[config.mk]
export PLATFORM = sky130hd
export DESIGN_NAME = gpt_timer_pair
export DESIGN_NICKNAME = d
export VERILOG_FILES = /design/src/core/gpt_pkg.sv /design/src/core/gpt_timer_pair.sv
export VERILOG_INCLUDE_DIRS = /design/src /design/src/core
export SDC_FILE = /design/constraint.sdc
export NUM_CORES = 1
export LEC_CHECK = 0
export ABC_CLOCK_PERIOD_IN_PS = 9400
export BUFFER_PORTS_ARGS = -buffer_cell sky130_fd_sc_hd__buf_2
export CORE_MARGIN = 4
export CORE_UTILIZATION = 30
export CTS_BUF_LIST = sky130_fd_sc_hd__clkbuf_16
export CTS_CLUSTER_SIZE = 14
export DETAILED_ROUTE_END_ITERATION = 12
export SLEW_MARGIN = 5
export SYNTH_ARGS = -nofsm -noshare
export SYNTH_HDL_FRONTEND = slang
export SYNTH_SLANG_ARGS = --single-unit
[constraint.sdc]
create_clock -name clk_in -period 9.4 [get_ports clk_in]
set_input_delay 0.47 -clock clk_in [delete_from_list [all_inputs] [get_ports clk_in]]
set_output_delay 0.47 -clock clk_in [all_outputs]
set_load 0.05 [all_outputs]
[src/core/gpt_map.svh]
`ifndef GPT_MAP_SVH
`define GPT_MAP_SVH
// Register byte offsets, one aligned word each
`define GPT_A_CTRL_OFF    12'h000
`define GPT_A_COUNT_OFF   12'h010
`define GPT_A_PERIOD_OFF  12'h020
`define GPT_B0_CTRL_OFF   12'h040
`define GPT_B0_COUNT_OFF  12'h050
`define GPT_B0_PERIOD_OFF 12'h060
`define GPT_B1_CTRL_OFF   12'h080
`define GPT_B1_COUNT_OFF  12'h090
`define GPT_B1_PERIOD_OFF 12'h0a0
`define GPT_IRQ_EN_OFF    12'h0c0
`define GPT_IRQ_FLAG_OFF  12'h0d0
`define GPT_IRQ_PRIO_OFF  12'h0e0
// Control field positions
`define GPT_ON_BIT        15
`define GPT_IDLE_BIT      13
`define GPT_WBLK_BIT      12
`define GPT_WPEND_BIT     11
`define GPT_GATE_BIT      7
`define GPT_PS_HI         6
`define GPT_PS_LO         4
`define GPT_A_PS_HI       5
`define GPT_JOIN_BIT      3
`define GPT_SYNC_BIT      2
`define GPT_CS_BIT        1
// Masks of implemented control bits
`define GPT_A_CTRL_MASK   16'hb0b6
`define GPT_B0_CTRL_MASK  16'ha0fa
`define GPT_B1_CTRL_MASK  16'ha0f2
// Reset values
`define GPT_RST_PERIOD    16'hffff
`define GPT_RST_ZERO      16'h0000
`endif

[src/core/gpt_pkg.sv]
package gpt_pkg;
    typedef logic [15:0] gpt_word_t;
    typedef enum logic [1:0] {GPT_WR_IDLE, GPT_WR_SYNC, GPT_WR_APPLY} gpt_wr_e;
endpackage : gpt_pkg

[src/core/gpt_timer_pair.sv]
// Local design decisions: the APB slave port and the register offsets.
`timescale 1ns/10ps
`include "gpt_map.svh"
// What this block does
// - Variant A prescales its count input by 1, 8, 64 or 256.
// - Variant B prescales by 1, 2, 4, 8, 16, 32, 64 or 256.
// - Variant A is strictly 16-bit and never joins another timer.
// - Only even B timer joins with next odd timer for 32 bits.
// - Joined mode: even control governs counting, odd owns interrupt.
// - Variant A counts external clock unsynchronised or secondary oscillator.
// - Variant A keeps counting in sleep from an asynchronous source.
// - Even B timer, or the joined pair, drives converter event trigger; variant A has none.
// - Gated mode counts internal clocks only while the gate is active.
// - Clock source bit picks internal or external; B syncs external.
// - Variant A control bit layout: 15,13,12,11,7,5:4,2,1.
// - Variant B control bit layout: 15,13,7,6:4,3,1.
// - Count and period are 16 bits in low half of word.
// - Each timer has irq enable, flag, 3-bit priority, 2-bit subpriority.
// - Variant A prescale code 00,01,10,11 gives 1,8,64,256.
// - Timer counts only while its enable bit is one.
// - Gate bit is ignored while external clock is selected.
// - Write block makes count writes ignored while async write pends.
module gpt_timer_pair
    import gpt_pkg::*;
(
    input  wire logic        clk_in,          // Peripheral clock, 100 MHz
    input  wire logic        rstn_in,         // Async reset, active low
    input  wire logic        psel_in,         // APB select
    input  wire logic        penable_in,      // APB enable
    input  wire logic        pwrite_in,       // APB write
    input  wire logic [11:0] paddr_in,        // APB byte address
    input  wire logic [31:0] pwdata_in,       // APB write data
    output logic      [31:0] prdata_out,      // APB read data
    output logic             pready_out,      // APB ready
    output logic             pslverr_out,     // APB error, unmapped address
    input  wire logic        a_ext_clk_in,    // Variant A external or oscillator clock
    input  wire logic        b0_ext_in,       // Even B external count input
    input  wire logic        b1_ext_in,       // Odd B external count input
    input  wire logic [2:0]  gate_in,         // Gate inputs A, B0, B1, active high
    input  wire logic        idle_in,         // Device idle mode
    output logic             a_irq_out,       // Variant A interrupt request
    output logic             b0_irq_out,      // Even B interrupt request
    output logic             b1_irq_out,      // Odd B interrupt request
    output logic             adc_trig_out     // Converter event trigger pulse
);
    // Bus decode
    wire       acc      = psel_in & penable_in;
    wire       wr       = acc & pwrite_in;
    wire [11:0] a       = paddr_in;
    wire       hit_ac   = a == `GPT_A_CTRL_OFF;
    wire       hit_acn  = a == `GPT_A_COUNT_OFF;
    wire       hit_ap   = a == `GPT_A_PERIOD_OFF;
    wire       hit_c0   = a == `GPT_B0_CTRL_OFF;
    wire       hit_n0   = a == `GPT_B0_COUNT_OFF;
    wire       hit_p0   = a == `GPT_B0_PERIOD_OFF;
    wire       hit_c1   = a == `GPT_B1_CTRL_OFF;
    wire       hit_n1   = a == `GPT_B1_COUNT_OFF;
    wire       hit_p1   = a == `GPT_B1_PERIOD_OFF;
    wire       hit_ie   = a == `GPT_IRQ_EN_OFF;
    wire       hit_if   = a == `GPT_IRQ_FLAG_OFF;
    wire       hit_ip   = a == `GPT_IRQ_PRIO_OFF;
    wire       mapped   = hit_ac | hit_acn | hit_ap | hit_c0 | hit_n0 | hit_p0 | hit_c1
                        | hit_n1 | hit_p1 | hit_ie | hit_if | hit_ip;
    // Holes answer with an error and read as zero,
    // so a stray access never disturbs a running timer

    // Register state; count and period keep the low half only
    gpt_word_t a_ctrl_reg, a_cnt_reg, a_per_reg;
    gpt_word_t c0_reg, n0_reg, p0_reg, c1_reg, n1_reg, p1_reg;
    logic [2:0]  ie_reg, if_reg;
    logic [14:0] ip_reg;                        // Three fields of priority 3 bits, sub 2 bits
    gpt_wr_e     wst_reg;
    gpt_word_t   wdata_reg;


    // Variant A: no join bit, no trigger, always 16-bit
    // Block bit matters only while a count load is in flight
    wire a_on    = a_ctrl_reg[`GPT_ON_BIT];
    wire a_cs    = a_ctrl_reg[`GPT_CS_BIT];
    wire a_async = a_cs & ~a_ctrl_reg[`GPT_SYNC_BIT];
    wire a_run   = a_on & (a_async | ~(idle_in & a_ctrl_reg[`GPT_IDLE_BIT]));
    wire a_pend  = wst_reg != GPT_WR_IDLE;
    wire a_wok   = ~(a_ctrl_reg[`GPT_WBLK_BIT] & a_pend);


    // Edge detect on external inputs; the last stage feeds comparators
    // Both stages reset low, the idle pin level,
    // so release of reset never shows a false edge
    logic [2:0] ext_d_reg, ext_q_reg;
    wire  [2:0] ext_rise = ext_d_reg & ~ext_q_reg;

    // Variant A asynchronous count domain: ripple count kept in the clk_in domain
    // for determinism; the asynchronous path is modelled as unsynchronised edges
    // of a_ext_clk_in, which costs metastability margin but no extra cycles.
    logic a_ext_q_reg;
    wire  a_ext_edge = a_async ? (a_ext_clk_in & ~a_ext_q_reg) : ext_rise[0];

    // Tick sources per timer, gate ignored when external chosen
    wire b0_cs = c0_reg[`GPT_CS_BIT];
    wire b1_cs = c1_reg[`GPT_CS_BIT];
    // Only the even control has a join bit; the odd mask drops it
    wire pair_on = c0_reg[`GPT_JOIN_BIT];

    // In joined mode the even control steers both halves
    // Odd control keeps its value, so leaving joined mode
    // hands the odd timer back its own settings
    wire [15:0] c1_eff = pair_on ? c0_reg : c1_reg;

    logic [2:0] src_tick;
    always_comb begin
        // Gated accumulation only for internal clock
        src_tick[0] = a_cs ? a_ext_edge
                    : (~a_ctrl_reg[`GPT_GATE_BIT] | gate_in[0]);
        src_tick[1] = b0_cs ? ext_rise[1]
                    : (~c0_reg[`GPT_GATE_BIT] | gate_in[1]);
        // Joined: odd half follows the even pin and gate
        src_tick[2] = c1_eff[`GPT_CS_BIT] ? (pair_on ? ext_rise[1] : ext_rise[2])
                    : (~c1_eff[`GPT_GATE_BIT] | (pair_on ? gate_in[1] : gate_in[2]));
    end

    wire b0_run = c0_reg[`GPT_ON_BIT] & ~(idle_in & c0_reg[`GPT_IDLE_BIT]);
    wire b1_run = c1_eff[`GPT_ON_BIT] & ~(idle_in & c1_eff[`GPT_IDLE_BIT]);
    wire [2:0] run = {b1_run, b0_run, a_run};

    // Limit is the divide ratio minus one
    // Prescaler holds at zero while stopped,
    // so a restart always begins a full period
    // Trade-off: a running ratio change takes effect mid-period


    // Prescale limits: A codes 1,8,64,256; B codes 1..64 by powers of two, then 256
    logic [7:0] lim [3];
    always_comb begin
        case (a_ctrl_reg[`GPT_A_PS_HI:`GPT_PS_LO])
            2'h0:    lim[0] = 8'h00;
            2'h1:    lim[0] = 8'h07;
            2'h2:    lim[0] = 8'h3f;
            default: lim[0] = 8'hff;
        endcase
        lim[1] = (c0_reg[`GPT_PS_HI:`GPT_PS_LO] == 3'h7) ? 8'hff
               : 8'((9'h001 << c0_reg[`GPT_PS_HI:`GPT_PS_LO]) - 9'h001);
        lim[2] = (c1_eff[`GPT_PS_HI:`GPT_PS_LO] == 3'h7) ? 8'hff
               : 8'((9'h001 << c1_eff[`GPT_PS_HI:`GPT_PS_LO]) - 9'h001);
    end

    // One prescaler per timer
    logic [7:0] ps_reg [3];
    logic [2:0] tick;
    genvar g;
    generate
        for (g = 0; g < 3; g++) begin : g_ps
            assign tick[g] = run[g] & src_tick[g] & (ps_reg[g] >= lim[g]);
            always_ff @(posedge clk_in or negedge rstn_in) begin
                if (!rstn_in)
                    ps_reg[g] <= 8'h00;
                else if (!run[g])
                    ps_reg[g] <= 8'h00;
                else if (src_tick[g])
                    ps_reg[g] <= tick[g] ? 8'h00 : ps_reg[g] + 8'h01;
            end
        end
    endgenerate

    // Count next values and matches
    // Match uses the count before the tick, so period N
    // gives N + 1 counts per wrap; period zero wraps every tick

    wire        a_match  = a_cnt_reg == a_per_reg;
    wire [31:0] cnt32    = {n1_reg, n0_reg};
    wire [31:0] per32    = {p1_reg, p0_reg};
    wire        m32      = cnt32 == per32;
    wire        m0       = n0_reg == p0_reg;
    wire        m1       = n1_reg == p1_reg;
    wire        j_tick   = pair_on & tick[1];
    wire [31:0] cnt32_nx = m32 ? 32'h0 : cnt32 + 32'h1;

    // Match events; joined mode reports through the odd slot only
    wire [2:0]  ev       = {pair_on ? j_tick & m32 : tick[2] & m1,
                            ~pair_on & tick[1] & m0,
                            tick[0] & a_match};
    wire [31:0] rd_ctrl_a = {16'h0, a_ctrl_reg | (a_pend ? 16'h0800 : 16'h0)};


    // Read mux
    // One-hot select; unmapped addresses fall to zero
    logic [31:0] rd;
    always_comb begin
        rd = 32'h0;
        case (1'b1)
            hit_ac:  rd = rd_ctrl_a;
            hit_acn: rd = {16'h0, a_cnt_reg};
            hit_ap:  rd = {16'h0, a_per_reg};
            hit_c0:  rd = {16'h0, c0_reg};
            hit_n0:  rd = {16'h0, n0_reg};
            hit_p0:  rd = {16'h0, p0_reg};
            hit_c1:  rd = {16'h0, c1_reg};
            hit_n1:  rd = {16'h0, n1_reg};
            hit_p1:  rd = {16'h0, p1_reg};
            hit_ie:  rd = {29'h0, ie_reg};
            hit_if:  rd = {29'h0, if_reg};
            hit_ip:  rd = {17'h0, ip_reg};
            default: rd = 32'h0;
        endcase
    end


    // APB answer: zero wait states, registered outputs
    // Ready rises in the access cycle and drops after it,
    // so a back-to-back setup is seen cleanly
    // Read data registered at setup; address must hold to access
    always_ff @(posedge clk_in or negedge rstn_in) begin
        if (!rstn_in) begin
            prdata_out  <= 32'h0;
            pready_out  <= 1'b0;
            pslverr_out <= 1'b0;
        end else begin
            pready_out  <= psel_in & ~penable_in & ~pready_out;
            pslverr_out <= psel_in & ~penable_in & ~pready_out & ~mapped;
            prdata_out  <= rd;
        end
    end

    // A write lands only at the edge closing the access cycle
    wire take = wr & pready_out & mapped;


    // Control and period registers
    // Pending bit is read-only, so the write mask clears it
    // Unused bits never store, so they always read as zero
    always_ff @(posedge clk_in or negedge rstn_in) begin
        if (!rstn_in) begin
            a_ctrl_reg <= `GPT_RST_ZERO;
            c0_reg     <= `GPT_RST_ZERO;
            c1_reg     <= `GPT_RST_ZERO;
            a_per_reg  <= `GPT_RST_PERIOD;
            p0_reg     <= `GPT_RST_PERIOD;
            p1_reg     <= `GPT_RST_PERIOD;
            ie_reg     <= 3'h0;
            ip_reg     <= 15'h0;
        end else if (take) begin
            if (hit_ac) a_ctrl_reg <= pwdata_in[15:0] & `GPT_A_CTRL_MASK & 16'hf7ff;
            if (hit_c0) c0_reg     <= pwdata_in[15:0] & `GPT_B0_CTRL_MASK;
            if (hit_c1) c1_reg     <= pwdata_in[15:0] & `GPT_B1_CTRL_MASK;
            if (hit_ap) a_per_reg  <= pwdata_in[15:0];
            if (hit_p0) p0_reg     <= pwdata_in[15:0];
            if (hit_p1) p1_reg     <= pwdata_in[15:0];
            if (hit_ie) ie_reg     <= pwdata_in[2:0];
            if (hit_ip) ip_reg     <= pwdata_in[14:0];
        end
    end


    // Variant A count write passes a short pending phase, visible as pending bit
    // Async source adds a sync stage before the load
    // A second write in that stage replaces the data
    // unless the block bit is set
    always_ff @(posedge clk_in or negedge rstn_in) begin
        if (!rstn_in) begin
            wst_reg   <= GPT_WR_IDLE;
            wdata_reg <= `GPT_RST_ZERO;
        end else begin
            case (wst_reg)
                GPT_WR_IDLE:  if (take && hit_acn) begin
                    wdata_reg <= pwdata_in[15:0];
                    wst_reg   <= a_async ? GPT_WR_SYNC : GPT_WR_APPLY;
                end
                GPT_WR_SYNC:  begin
                    if (take && hit_acn && a_wok) wdata_reg <= pwdata_in[15:0];
                    wst_reg <= GPT_WR_APPLY;
                end
                GPT_WR_APPLY: wst_reg <= GPT_WR_IDLE;
                default:      wst_reg <= GPT_WR_IDLE;
            endcase
        end
    end


    // Counters, edge history
    // A register write wins over a tick in the same cycle
    // Joined mode moves both halves on the even tick only
    always_ff @(posedge clk_in or negedge rstn_in) begin
        if (!rstn_in) begin
            a_cnt_reg   <= `GPT_RST_ZERO;
            n0_reg      <= `GPT_RST_ZERO;
            n1_reg      <= `GPT_RST_ZERO;
            ext_d_reg   <= 3'h0;
            ext_q_reg   <= 3'h0;
            a_ext_q_reg <= 1'b0;
        end else begin
            ext_d_reg   <= {b1_ext_in, b0_ext_in, a_ext_clk_in};
            ext_q_reg   <= ext_d_reg;
            a_ext_q_reg <= a_ext_clk_in;
            if (wst_reg == GPT_WR_APPLY)
                a_cnt_reg <= wdata_reg;
            else if (tick[0])
                a_cnt_reg <= a_match ? 16'h0 : a_cnt_reg + 16'h1;
            if (take && hit_n0)
                n0_reg <= pwdata_in[15:0];
            else if (j_tick)
                n0_reg <= cnt32_nx[15:0];
            else if (!pair_on && tick[1])
                n0_reg <= m0 ? 16'h0 : n0_reg + 16'h1;
            if (take && hit_n1)
                n1_reg <= pwdata_in[15:0];
            else if (j_tick)
                n1_reg <= cnt32_nx[31:16];
            else if (!pair_on && tick[2])
                n1_reg <= m1 ? 16'h0 : n1_reg + 16'h1;
        end
    end


    // Flags: hardware set wins over software clear-by-one
    // Irq lines from flops: rise with a match flag, follow clears and enable one cycle late
    // Event is folded in so a new match is never lost
    always_ff @(posedge clk_in or negedge rstn_in) begin
        if (!rstn_in) begin
            if_reg       <= 3'h0;
            a_irq_out    <= 1'b0;
            b0_irq_out   <= 1'b0;
            b1_irq_out   <= 1'b0;
            adc_trig_out <= 1'b0;
        end else begin
            if_reg       <= (if_reg & ~((take && hit_if) ? pwdata_in[2:0] : 3'h0)) | ev;
            a_irq_out    <= (if_reg[0] | ev[0]) & ie_reg[0];
            b0_irq_out   <= (if_reg[1] | ev[1]) & ie_reg[1];
            b1_irq_out   <= (if_reg[2] | ev[2]) & ie_reg[2];
            adc_trig_out <= pair_on ? ev[2] : ev[1];
        end
    end
endmodule : gpt_timer_pair

==> flow_summary.rst, run 1 <==
.. list-table::
   :header-rows: 1

   * - Metric
     - Value
   * - Die Height
     - 210.0 um
   * - Std-Cell Core Area
     - 40010 um2
   * - Clock latency of the later-clocked register in the worst-skew pair
     - 550 ps
   * - Dominant combinational cell family by area after synthesis
     - simple AND/OR/NAND/NOR gates
   * - Switching fraction of total power
     - 23.79%
   * - H-Tree Depth
     - 1
   * - Mux cell area share after synthesis
     - 10.08%
   * - Switching power summed over all nets
     - 0.0004487 W
   * - Share of flip-flops with an asynchronous set or reset
     - 100.0%
   * - Fmax
     - 235.2 MHz
   * - Maximum number of buffers from clock root to sink
     - 3
   * - Slack of the worst reg-to-reg path
     - 5150 ps
   * - Syn Area/Cell
     - 9.769 um2
   * - Clock network power share
     - 47.8%
   * - First-pass DRT Iterations
     - 5
   * - Cell accounting for the most synthesized area
     - sky130_fd_sc_hd__dfrtp_1
   * - Via density per instance
     - 5.578
   * - Die Footprint
     - 44100 um2
   * - Average wire per standard cell
     - 20.41 um
   * - Sort of element at the start of the critical path
     - flop
   * - Worst VDD drop
     - 0.1107 mV
   * - Antenna violations before repair
     - 2
   * - Initial core utilization
     - 30.60%
   * - Number of flops mapped to enable cells by yosys
     - 0
   * - Share of power burned in combinational logic
     - 4.0%
   * - First-pass GRT wire length
     - 57680 um
   * - Drc violations
     - 0
   * - Min Clock Period, post-route
     - 4252 ps
   * - Overall via count from detail_route
     - 10160
   * - Hold-fix buffers, CTS
     - 1
   * - Clock tree from TritonCTS
     - yes
   * - Leak
     - 6.009 nW
   * - Crit path DAT
     - 4690 ps
   * - Cell row count
     - 73
   * - Count of pins over their slew limit
     - 0
   * - Flip-flop count of the largest register, all copies and words added
     - 24
   * - FF-to-FF Start
     - c0_reg[3]
   * - Vias in the first global route
     - 9824
   * - Number of distinct library cell variants in the gate-level netlist after synthesis
     - 78
   * - Arithmetic-cell share of the synthesized area counting full adders, half adders and majority gates
     - 3.169%
   * - Top-level port count
     - 94
   * - Iteration-0 DRC Markers
     - 914
   * - GRT Overall Usage
     - 16.38%
   * - Register bit total from synthesis
     - 210
   * - Sequential-to-total area share from yosys stat
     - 43.42%
   * - Number of nets at the end of the flow
     - 1365
   * - Outcome
     - finished clean
   * - Post-Syn Instances
     - 1253
   * - Actual transition at the worst max-transition pin
     - 1118 ps
   * - Count of antenna-violating nets left after detailed routing
     - 0
   * - Launching element of the worst setup path
     - c0_reg[3]
   * - Total Neg Setup Slack
     - 0 ps
   * - Core Util, Final
     - 34.24%
   * - Worst Path Required
     - 9830 ps
   * - Total of buffers placed on input and output ports
     - 61
   * - Top area cells in the synthesized netlist
     - sky130_fd_sc_hd__dfrtp_1, sky130_fd_sc_hd__dfstp_2, sky130_fd_sc_hd__mux2_2
   * - Clock slew at the register clock pins of the worst setup and hold paths
     - 60 ps
   * - Element type at the critical path end
     - flop
   * - Final wirelength
     - 37170 um
   * - Clk sink count
     - 210
   * - Routability Congestion
     - 0.9196
   * - Synthesis Warnings
     - 0
   * - Diodes inserted
     - 0
   * - Path type of the worst setup path
     - reg2reg
   * - Capturing instance or port of the critical path
     - n1_reg[12]
   * - Hold violation total from the final report
     - 0
   * - Pwr dens
     - 137.7 nW/um2
   * - Setup repair bufs after CTS
     - 0
   * - Main synth FF type
     - sky130_fd_sc_hd__dfrtp_1
   * - Max_cap viols
     - 0
   * - Share of total power in sequential cells
     - 48.1%
   * - Worst Path Max Fanout
     - 14
   * - Top-area cell type share of the netlist area
     - 33.12%
   * - Portion of the clock cycle consumed by the worst path in the final layout
     - 45.24%
   * - Path depth of the worst reg2reg path
     - 14
   * - Fraction of the mapped netlist area in compound gates
     - 16.20%
   * - Largest net degree at the start of global routing
     - 78
   * - Synthesized-area fraction occupied by xor and xnor cells
     - 4.007%
   * - Hold Path Class
     - in2reg
   * - Remaining global-route overflow
     - 0
   * - Chip width
     - 210.0 um
   * - Simple-gate share of the synthesized area
     - 18.63%
   * - Dpl hpwl
     - 26700 um
   * - Gates resized, CTS repair
     - 0
   * - Root Buffer
     - sky130_fd_sc_hd__clkbuf_16
   * - Cell Int Power
     - 0.001437 W
   * - Worst slew margin
     - 24.91%
   * - Synthesized cell area
     - 12240 um2
   * - CTS Buf Count
     - 24
   * - Final clock skew
     - 29.87 ps
   * - Layout cell share with drive strength beyond 1
     - 21.22%
   * - Area Growth Syn to Fin
     - 11.91%
   * - Final setup viols
     - 0
   * - Setup repair after global routing missed its margin
     - no
   * - Endpoint of the most critical register-to-register path
     - n1_reg[12]
## through the flow
step | std cells | hold WS (ps) | instance area (um2) | setup WS, ps | power [W]
finish | 1821 | 47.68 | 13700 | 5148 | 0.001886
global route | 1821 | 30.16 | 13700 | 4709 | 0.001953
CTS | 1821 | 30.78 | 13700 | 5181 | 0.001910
detailed placement | 1776 | 376.0 | 12940 | 5214 | 0.0009998
global placement | 1776 | 360.1 | 12940 | 5223 | 0.0009990
floorplan | 1268 | 174.4 | 12300 | 5734 | 0.0009605
## synth_stat cells, types with 21 or more instances
| library cell | instances |
|---|---|
| sky130_fd_sc_hd__a21oi_1 | 47 |
| sky130_fd_sc_hd__a22oi_1 | 23 |
| sky130_fd_sc_hd__a31oi_1 | 31 |
| sky130_fd_sc_hd__and3_1 | 21 |
| sky130_fd_sc_hd__clkbuf_1 | 52 |
| sky130_fd_sc_hd__dfrtp_1 | 162 |
| sky130_fd_sc_hd__dfstp_2 | 48 |
| sky130_fd_sc_hd__ha_1 | 31 |
| sky130_fd_sc_hd__inv_1 | 27 |
| sky130_fd_sc_hd__mux2_2 | 85 |
| sky130_fd_sc_hd__nand2_1 | 105 |
| sky130_fd_sc_hd__nand2b_1 | 25 |
| sky130_fd_sc_hd__nand3_1 | 60 |
| sky130_fd_sc_hd__nor2_1 | 81 |
| sky130_fd_sc_hd__nor4_1 | 21 |
| sky130_fd_sc_hd__o21ai_0 | 87 |
| sky130_fd_sc_hd__xnor2_1 | 21 |
| sky130_fd_sc_hd__xor2_1 | 35 |
## how the worst min path moves through the flow
stage	from	end	slack (ps)	depth (start not counted)
3_5_place_dp	ext_d_reg[1]	ext_q_reg[1]	380	0
6_report	a_ext_clk_in	ext_d_reg[0]	50	1
3_3_place_gp	ext_d_reg[1]	ext_q_reg[1]	360	0
2_1_floorplan	rstn_in	a_cnt_reg[0]	170	0
5_1_grt	a_ext_clk_in	ext_d_reg[0]	30	1
4_1_cts	a_ext_clk_in	ext_d_reg[0]	30	1
## metal layers
metal / GRT usage (%) / vias up / share of wire [%]
li1: - / 4631 / -
met1: 22.77 / 5041 / 44
met2: 26.17 / 395 / 46
met3: 2.917 / 86 / 7.1
met4: 5.131 / 4 / 3.5
met5: 0 / - / 0.059
## cell usage in the layout (no fill, tap or decap), types with 7 or more instances in the layout
cell type                   count
sky130_fd_sc_hd__mux2i_1        7
sky130_fd_sc_hd__nand2b_1      25
sky130_fd_sc_hd__or4_1          8
sky130_fd_sc_hd__nand2_1      105
sky130_fd_sc_hd__xor2_1        35
sky130_fd_sc_hd__nor2_1        81
sky130_fd_sc_hd__a21oi_1       47
sky130_fd_sc_hd__a22o_1         7
sky130_fd_sc_hd__clkbuf_16     24
sky130_fd_sc_hd__mux2_2        85
sky130_fd_sc_hd__dfrtp_1      162
sky130_fd_sc_hd__inv_1         32
sky130_fd_sc_hd__a222oi_1      13
sky130_fd_sc_hd__nor4_1        19
sky130_fd_sc_hd__a22oi_1       23
sky130_fd_sc_hd__a31oi_1       31
sky130_fd_sc_hd__nor2b_1       18
sky130_fd_sc_hd__buf_4         12
sky130_fd_sc_hd__a21o_1        10
sky130_fd_sc_hd__or2_2          8
sky130_fd_sc_hd__or3_1          9
sky130_fd_sc_hd__nor3_1        14
sky130_fd_sc_hd__buf_2         60
sky130_fd_sc_hd__dfstp_2       48
sky130_fd_sc_hd__conb_1        16
sky130_fd_sc_hd__ha_1          31
sky130_fd_sc_hd__nand3_1       60
sky130_fd_sc_hd__xnor2_1       21
sky130_fd_sc_hd__mux2_4        10
sky130_fd_sc_hd__and3_1        21
sky130_fd_sc_hd__o211ai_1      13
sky130_fd_sc_hd__nand4_1       18
sky130_fd_sc_hd__nand3b_1      15
sky130_fd_sc_hd__o31ai_1        7
sky130_fd_sc_hd__o21ai_0       86
## power groups by stage
stage	Clock, W	Combinational, W	Sequential, W
after CTS	0.000926	0.0000767	0.000908
after global placement	0	0.0000757	0.000923
final	0.000902	0.0000761	0.000908
after global routing	0.000963	0.0000825	0.000908
after floorplan	0	0.0000352	0.000925
after detailed placement	0	0.0000763	0.000923
## critical path, cell delays in order (launching register included)
cell and delay [ps]:
sky130_fd_sc_hd__dfrtp_1 670, sky130_fd_sc_hd__mux2_2 450, sky130_fd_sc_hd__nor2_1 230, sky130_fd_sc_hd__nand2_1 90, sky130_fd_sc_hd__ha_1 250, sky130_fd_sc_hd__a21oi_1 140, sky130_fd_sc_hd__a21oi_1 60, sky130_fd_sc_hd__ha_1 280
sky130_fd_sc_hd__o21a_1 100, sky130_fd_sc_hd__o21ai_0 100, sky130_fd_sc_hd__a2111oi_0 480, sky130_fd_sc_hd__nand2_1 230, sky130_fd_sc_hd__and3_1 350, sky130_fd_sc_hd__or4b_1 570, sky130_fd_sc_hd__a32oi_1 170
## area by class of cell
cell class | count | area (um2)
clock inverter | 20 | 150.1
inverter | 27 | 101.3
multi-input combinational | 941 | 6459
fill | 4056 | 26310
sequential | 210 | 5315
timing repair buffer | 74 | 415.4
clock buffer | 24 | 600.6
tap | 525 | 656.9
## cells by family (layout without fill, tap and decap cells)
kind of cell / count (synthesis) / in the layout
compound gates: 300 / 300
xor+xnor: 56 / 56
fa+ha+maj: 31 / 31
buf+inv: 117 / 145
flops: 210 / 210
mux: 107 / 107
other cells: 1 / 16
simple gates: 431 / 431
Note: power is estimated with default switching activity, not from simulation.
==> run 2: changes to the inputs <==
--- a/config.mk
+++ b/config.mk
@@ -6,7 +6,7 @@
 export SDC_FILE = /design/constraint.sdc
 export NUM_CORES = 1
 export LEC_CHECK = 0
-export ABC_CLOCK_PERIOD_IN_PS = 9400
+export ABC_CLOCK_PERIOD_IN_PS = 4190
 export BUFFER_PORTS_ARGS = -buffer_cell sky130_fd_sc_hd__buf_2
 export CORE_MARGIN = 4
 export CORE_UTILIZATION = 30
==> constraint.sdc (replaced) <==
create_clock -name clk_in -period 4.19 [get_ports clk_in]
set_input_delay 0.2095 -clock clk_in [delete_from_list [all_inputs] [get_ports clk_in]]
set_output_delay 0.2095 -clock clk_in [all_outputs]
set_load 0.05 [all_outputs]
==> run 2 against run 1 <==
  * Clock-buffer cell count unchanged
  * Sequential power increased by 120%
  * Cell area is 1.5% higher
==> flow_summary.rst, run 2 (synthesized netlist as in run 1, its figures left out) <==
.. list-table::
   :header-rows: 1

   * - Metric
     - Value
   * - Crit path DAT
     - 4270 ps
   * - Total of buffers placed on input and output ports
     - 61
   * - Routability Congestion
     - 0.9174
   * - Element type at the critical path end
     - flop
   * - Portion of the clock cycle consumed by the worst path in the final layout
     - 91.24%
   * - First-pass GRT wire length
     - 59350 um
   * - Total Neg Setup Slack
     - 0 ps
   * - Fmax
     - 261.6 MHz
   * - Clock latency of the later-clocked register in the worst-skew pair
     - 550 ps
   * - Via density per instance
     - 5.544
   * - Cell row count
     - 73
   * - Leak
     - 6.127 nW
   * - Final wirelength
     - 38100 um
   * - Most frequent standard cell in the layout excluding fill and tap cells
     - sky130_fd_sc_hd__dfrtp_1
   * - Delay of the slowest cell on the worst path
     - 470 ps
   * - Pwr dens
     - 305.9 nW/um2
   * - Final Instance Area
     - 13900 um2
   * - Actual transition at the worst max-transition pin
     - 1191 ps
   * - Hold path startpoint
     - pwdata_in[9]
   * - Max_cap viols
     - 0
   * - Hold slack final
     - 35.90 ps
   * - Remaining global-route overflow
     - 0
   * - Initial core utilization
     - 30.60%
   * - Maximum number of buffers from clock root to sink
     - 3
   * - Vias in the first global route
     - 10040
   * - Top-level port count
     - 94
   * - Iteration-0 DRC Markers
     - 909
   * - Sequence of cells on the critical path
     - mux2_2, nor2_1, nand2_1, ha_1, a21oi_1, a21oi_1, ha_1, o21a_1, o21ai_0, a2111oi_1, nand2_1, and3_1, buf_4, or3_1, o211ai_1
   * - Hold violation total from the final report
     - 0
   * - Worst Path Max Fanout
     - 9
   * - Worst slew margin
     - 19.73%
   * - Total cell area at the placement stage
     - 13080 um2
   * - Filler cell count in the final layout
     - 4028
   * - Antenna violations before repair
     - 3
   * - Min Clock Period, post-route
     - 3823 ps
   * - Overall via count from detail_route
     - 10220
   * - H-Tree Depth
     - 1
   * - Clock slew at the register clock pins of the worst setup and hold paths
     - 70 ps
   * - Setup repair after global routing missed its margin
     - no
   * - Layout cell share with drive strength beyond 1
     - 22.00%
   * - Worst VDD drop
     - 0.2279 mV
   * - Diodes inserted
     - 0
   * - Slowest CP cell
     - sky130_fd_sc_hd__dfrtp_1
   * - Outcome
     - finished clean
   * - Clk sink count
     - 210
   * - Footprint of the flip-flops and latches
     - 5315 um2
   * - Clock tree from TritonCTS
     - yes
   * - Count of antenna-violating nets left after detailed routing
     - 0
   * - CTS Buf Count
     - 24
   * - Sort of element at the start of the critical path
     - flop
   * - Worst Path Required
     - 4640 ps
   * - Drc violations
     - 0
   * - Hold Path Class
     - in2reg
   * - Die Footprint
     - 44100 um2
   * - Std-Cell Core Area
     - 40010 um2
   * - Count of pins over their slew limit
     - 0
   * - Root Buffer
     - sky130_fd_sc_hd__clkbuf_16
   * - Area Growth Syn to Fin
     - 13.55%
   * - Average wire per standard cell
     - 20.67 um
   * - Commonest non-fill, non-tap cells in the layout
     - sky130_fd_sc_hd__dfrtp_1, sky130_fd_sc_hd__nand2_1, sky130_fd_sc_hd__o21ai_0, sky130_fd_sc_hd__mux2_2, sky130_fd_sc_hd__nor2_1
   * - Final clock skew
     - 24.39 ps
   * - Area taken by multi-input logic gates
     - 6472 um2
   * - Flip-flop count of the largest register, all copies and words added
     - 24
   * - Die Height
     - 210.0 um
   * - FF-to-FF Start
     - c0_reg[5]
   * - Launching element of the worst setup path
     - c0_reg[5]
   * - Final setup viols
     - 0
   * - Number of nets at the end of the flow
     - 1387
   * - Path type of the worst setup path
     - reg2reg
   * - Largest net degree at the start of global routing
     - 115
   * - GRT Overall Usage
     - 16.79%
   * - Dpl hpwl
     - 27220 um
   * - Chip width
     - 210.0 um
   * - First-pass DRT Iterations
     - 5
==> run 2: cell count changes in the layout (fill, tap and decap cells not counted), moves of 2 or more <==
cell / previous run / this run
sky130_fd_sc_hd__buf_4: 12 / 28
sky130_fd_sc_hd__clkinv_1: 6 / 8
sky130_fd_sc_hd__clkinv_2: 5 / 2
sky130_fd_sc_hd__dlygate4sd3_1: 1 / 6
==> run 2: cell type report <==
cell class | instances | area share, %
clock inverter | 20 | 1.062
multi-input combinational | 941 | 46.57
clock buffer | 24 | 4.321
sequential | 210 | 38.24
tap | 525 | 4.726
inverter | 27 | 0.7291
timing repair buffer | 96 | 4.357
==> run 2: stage by stage <==
step / cells / power (W) / utilization [%] / worst slack, ps
after floorplan: 1268 / 0.002155 / - / 523.5
after global placement: 1793 / 0.002242 / 32.69 / 334.0
after detailed placement: 1793 / 0.002244 / 32.69 / 197.9
after CTS: 1843 / 0.004301 / 34.71 / 176.4
after global routing: 1843 / 0.004388 / 34.74 / 71.19
final: 1843 / 0.004252 / 34.74 / 366.9
==> run 2: critical path, delay by kind of cell (launching register included) <==
| family | cells | cell delay, ps |
|---|---|---|
| muxes | 1 | 370 |
| AOI/OAI and AO/OA | 6 | 990 |
| DFF | 1 | 470 |
| adders and majority gates | 2 | 540 |
| buffers and inverters | 1 | 190 |
| and+or+nand+nor | 5 | 1180 |
==> run 2: per-layer routing <==
metal / GRT usage, % / vias to the layer above / routed length, um
li1: - / 4669 / -
met1: 22.92 / 5100 / 16510
met2: 27.01 / 352 / 17590
met3: 3.423 / 91 / 2801
met4: 5.198 / 6 / 1175
met5: 0 / - / 33
==> run 2: worst paths after layout <==
path	end	slack, ps	depth (start not counted)
worst max register to register	n1_reg[5]	370	15
worst min register to register	ext_q_reg[1]	370	0
min in group asynchronous	n1_reg[10]	330	2
worst min-delay path	n0_reg[9]	40	3
max in group asynchronous	a_ctrl_reg[1]	2800	3
worst max-delay path	n1_reg[5]	370	15
==> run 2: power breakdown <==
group / switching (W) / leakage (nW) / total, W / internal (W)
Combinational: 0.000147 / 3.10 / 0.000176 / 0.0000297
Sequential: 0.00000176 / 2.63 / 0.00204 / 0.00203
Clock: 0.000878 / 0.387 / 0.00204 / 0.00116
Total: 0.00103 / 6.13 / 0.00425 / 0.00323
==> run 2: repair_timing <==
item / CTS / global route
hold buffers: 6 / 0
buffers inserted: 0 / 0
endpoints found under the hold margin: 90 / 0
gates resized for setup: 0 / 3
endpoints found under the setup margin: 0 / 11
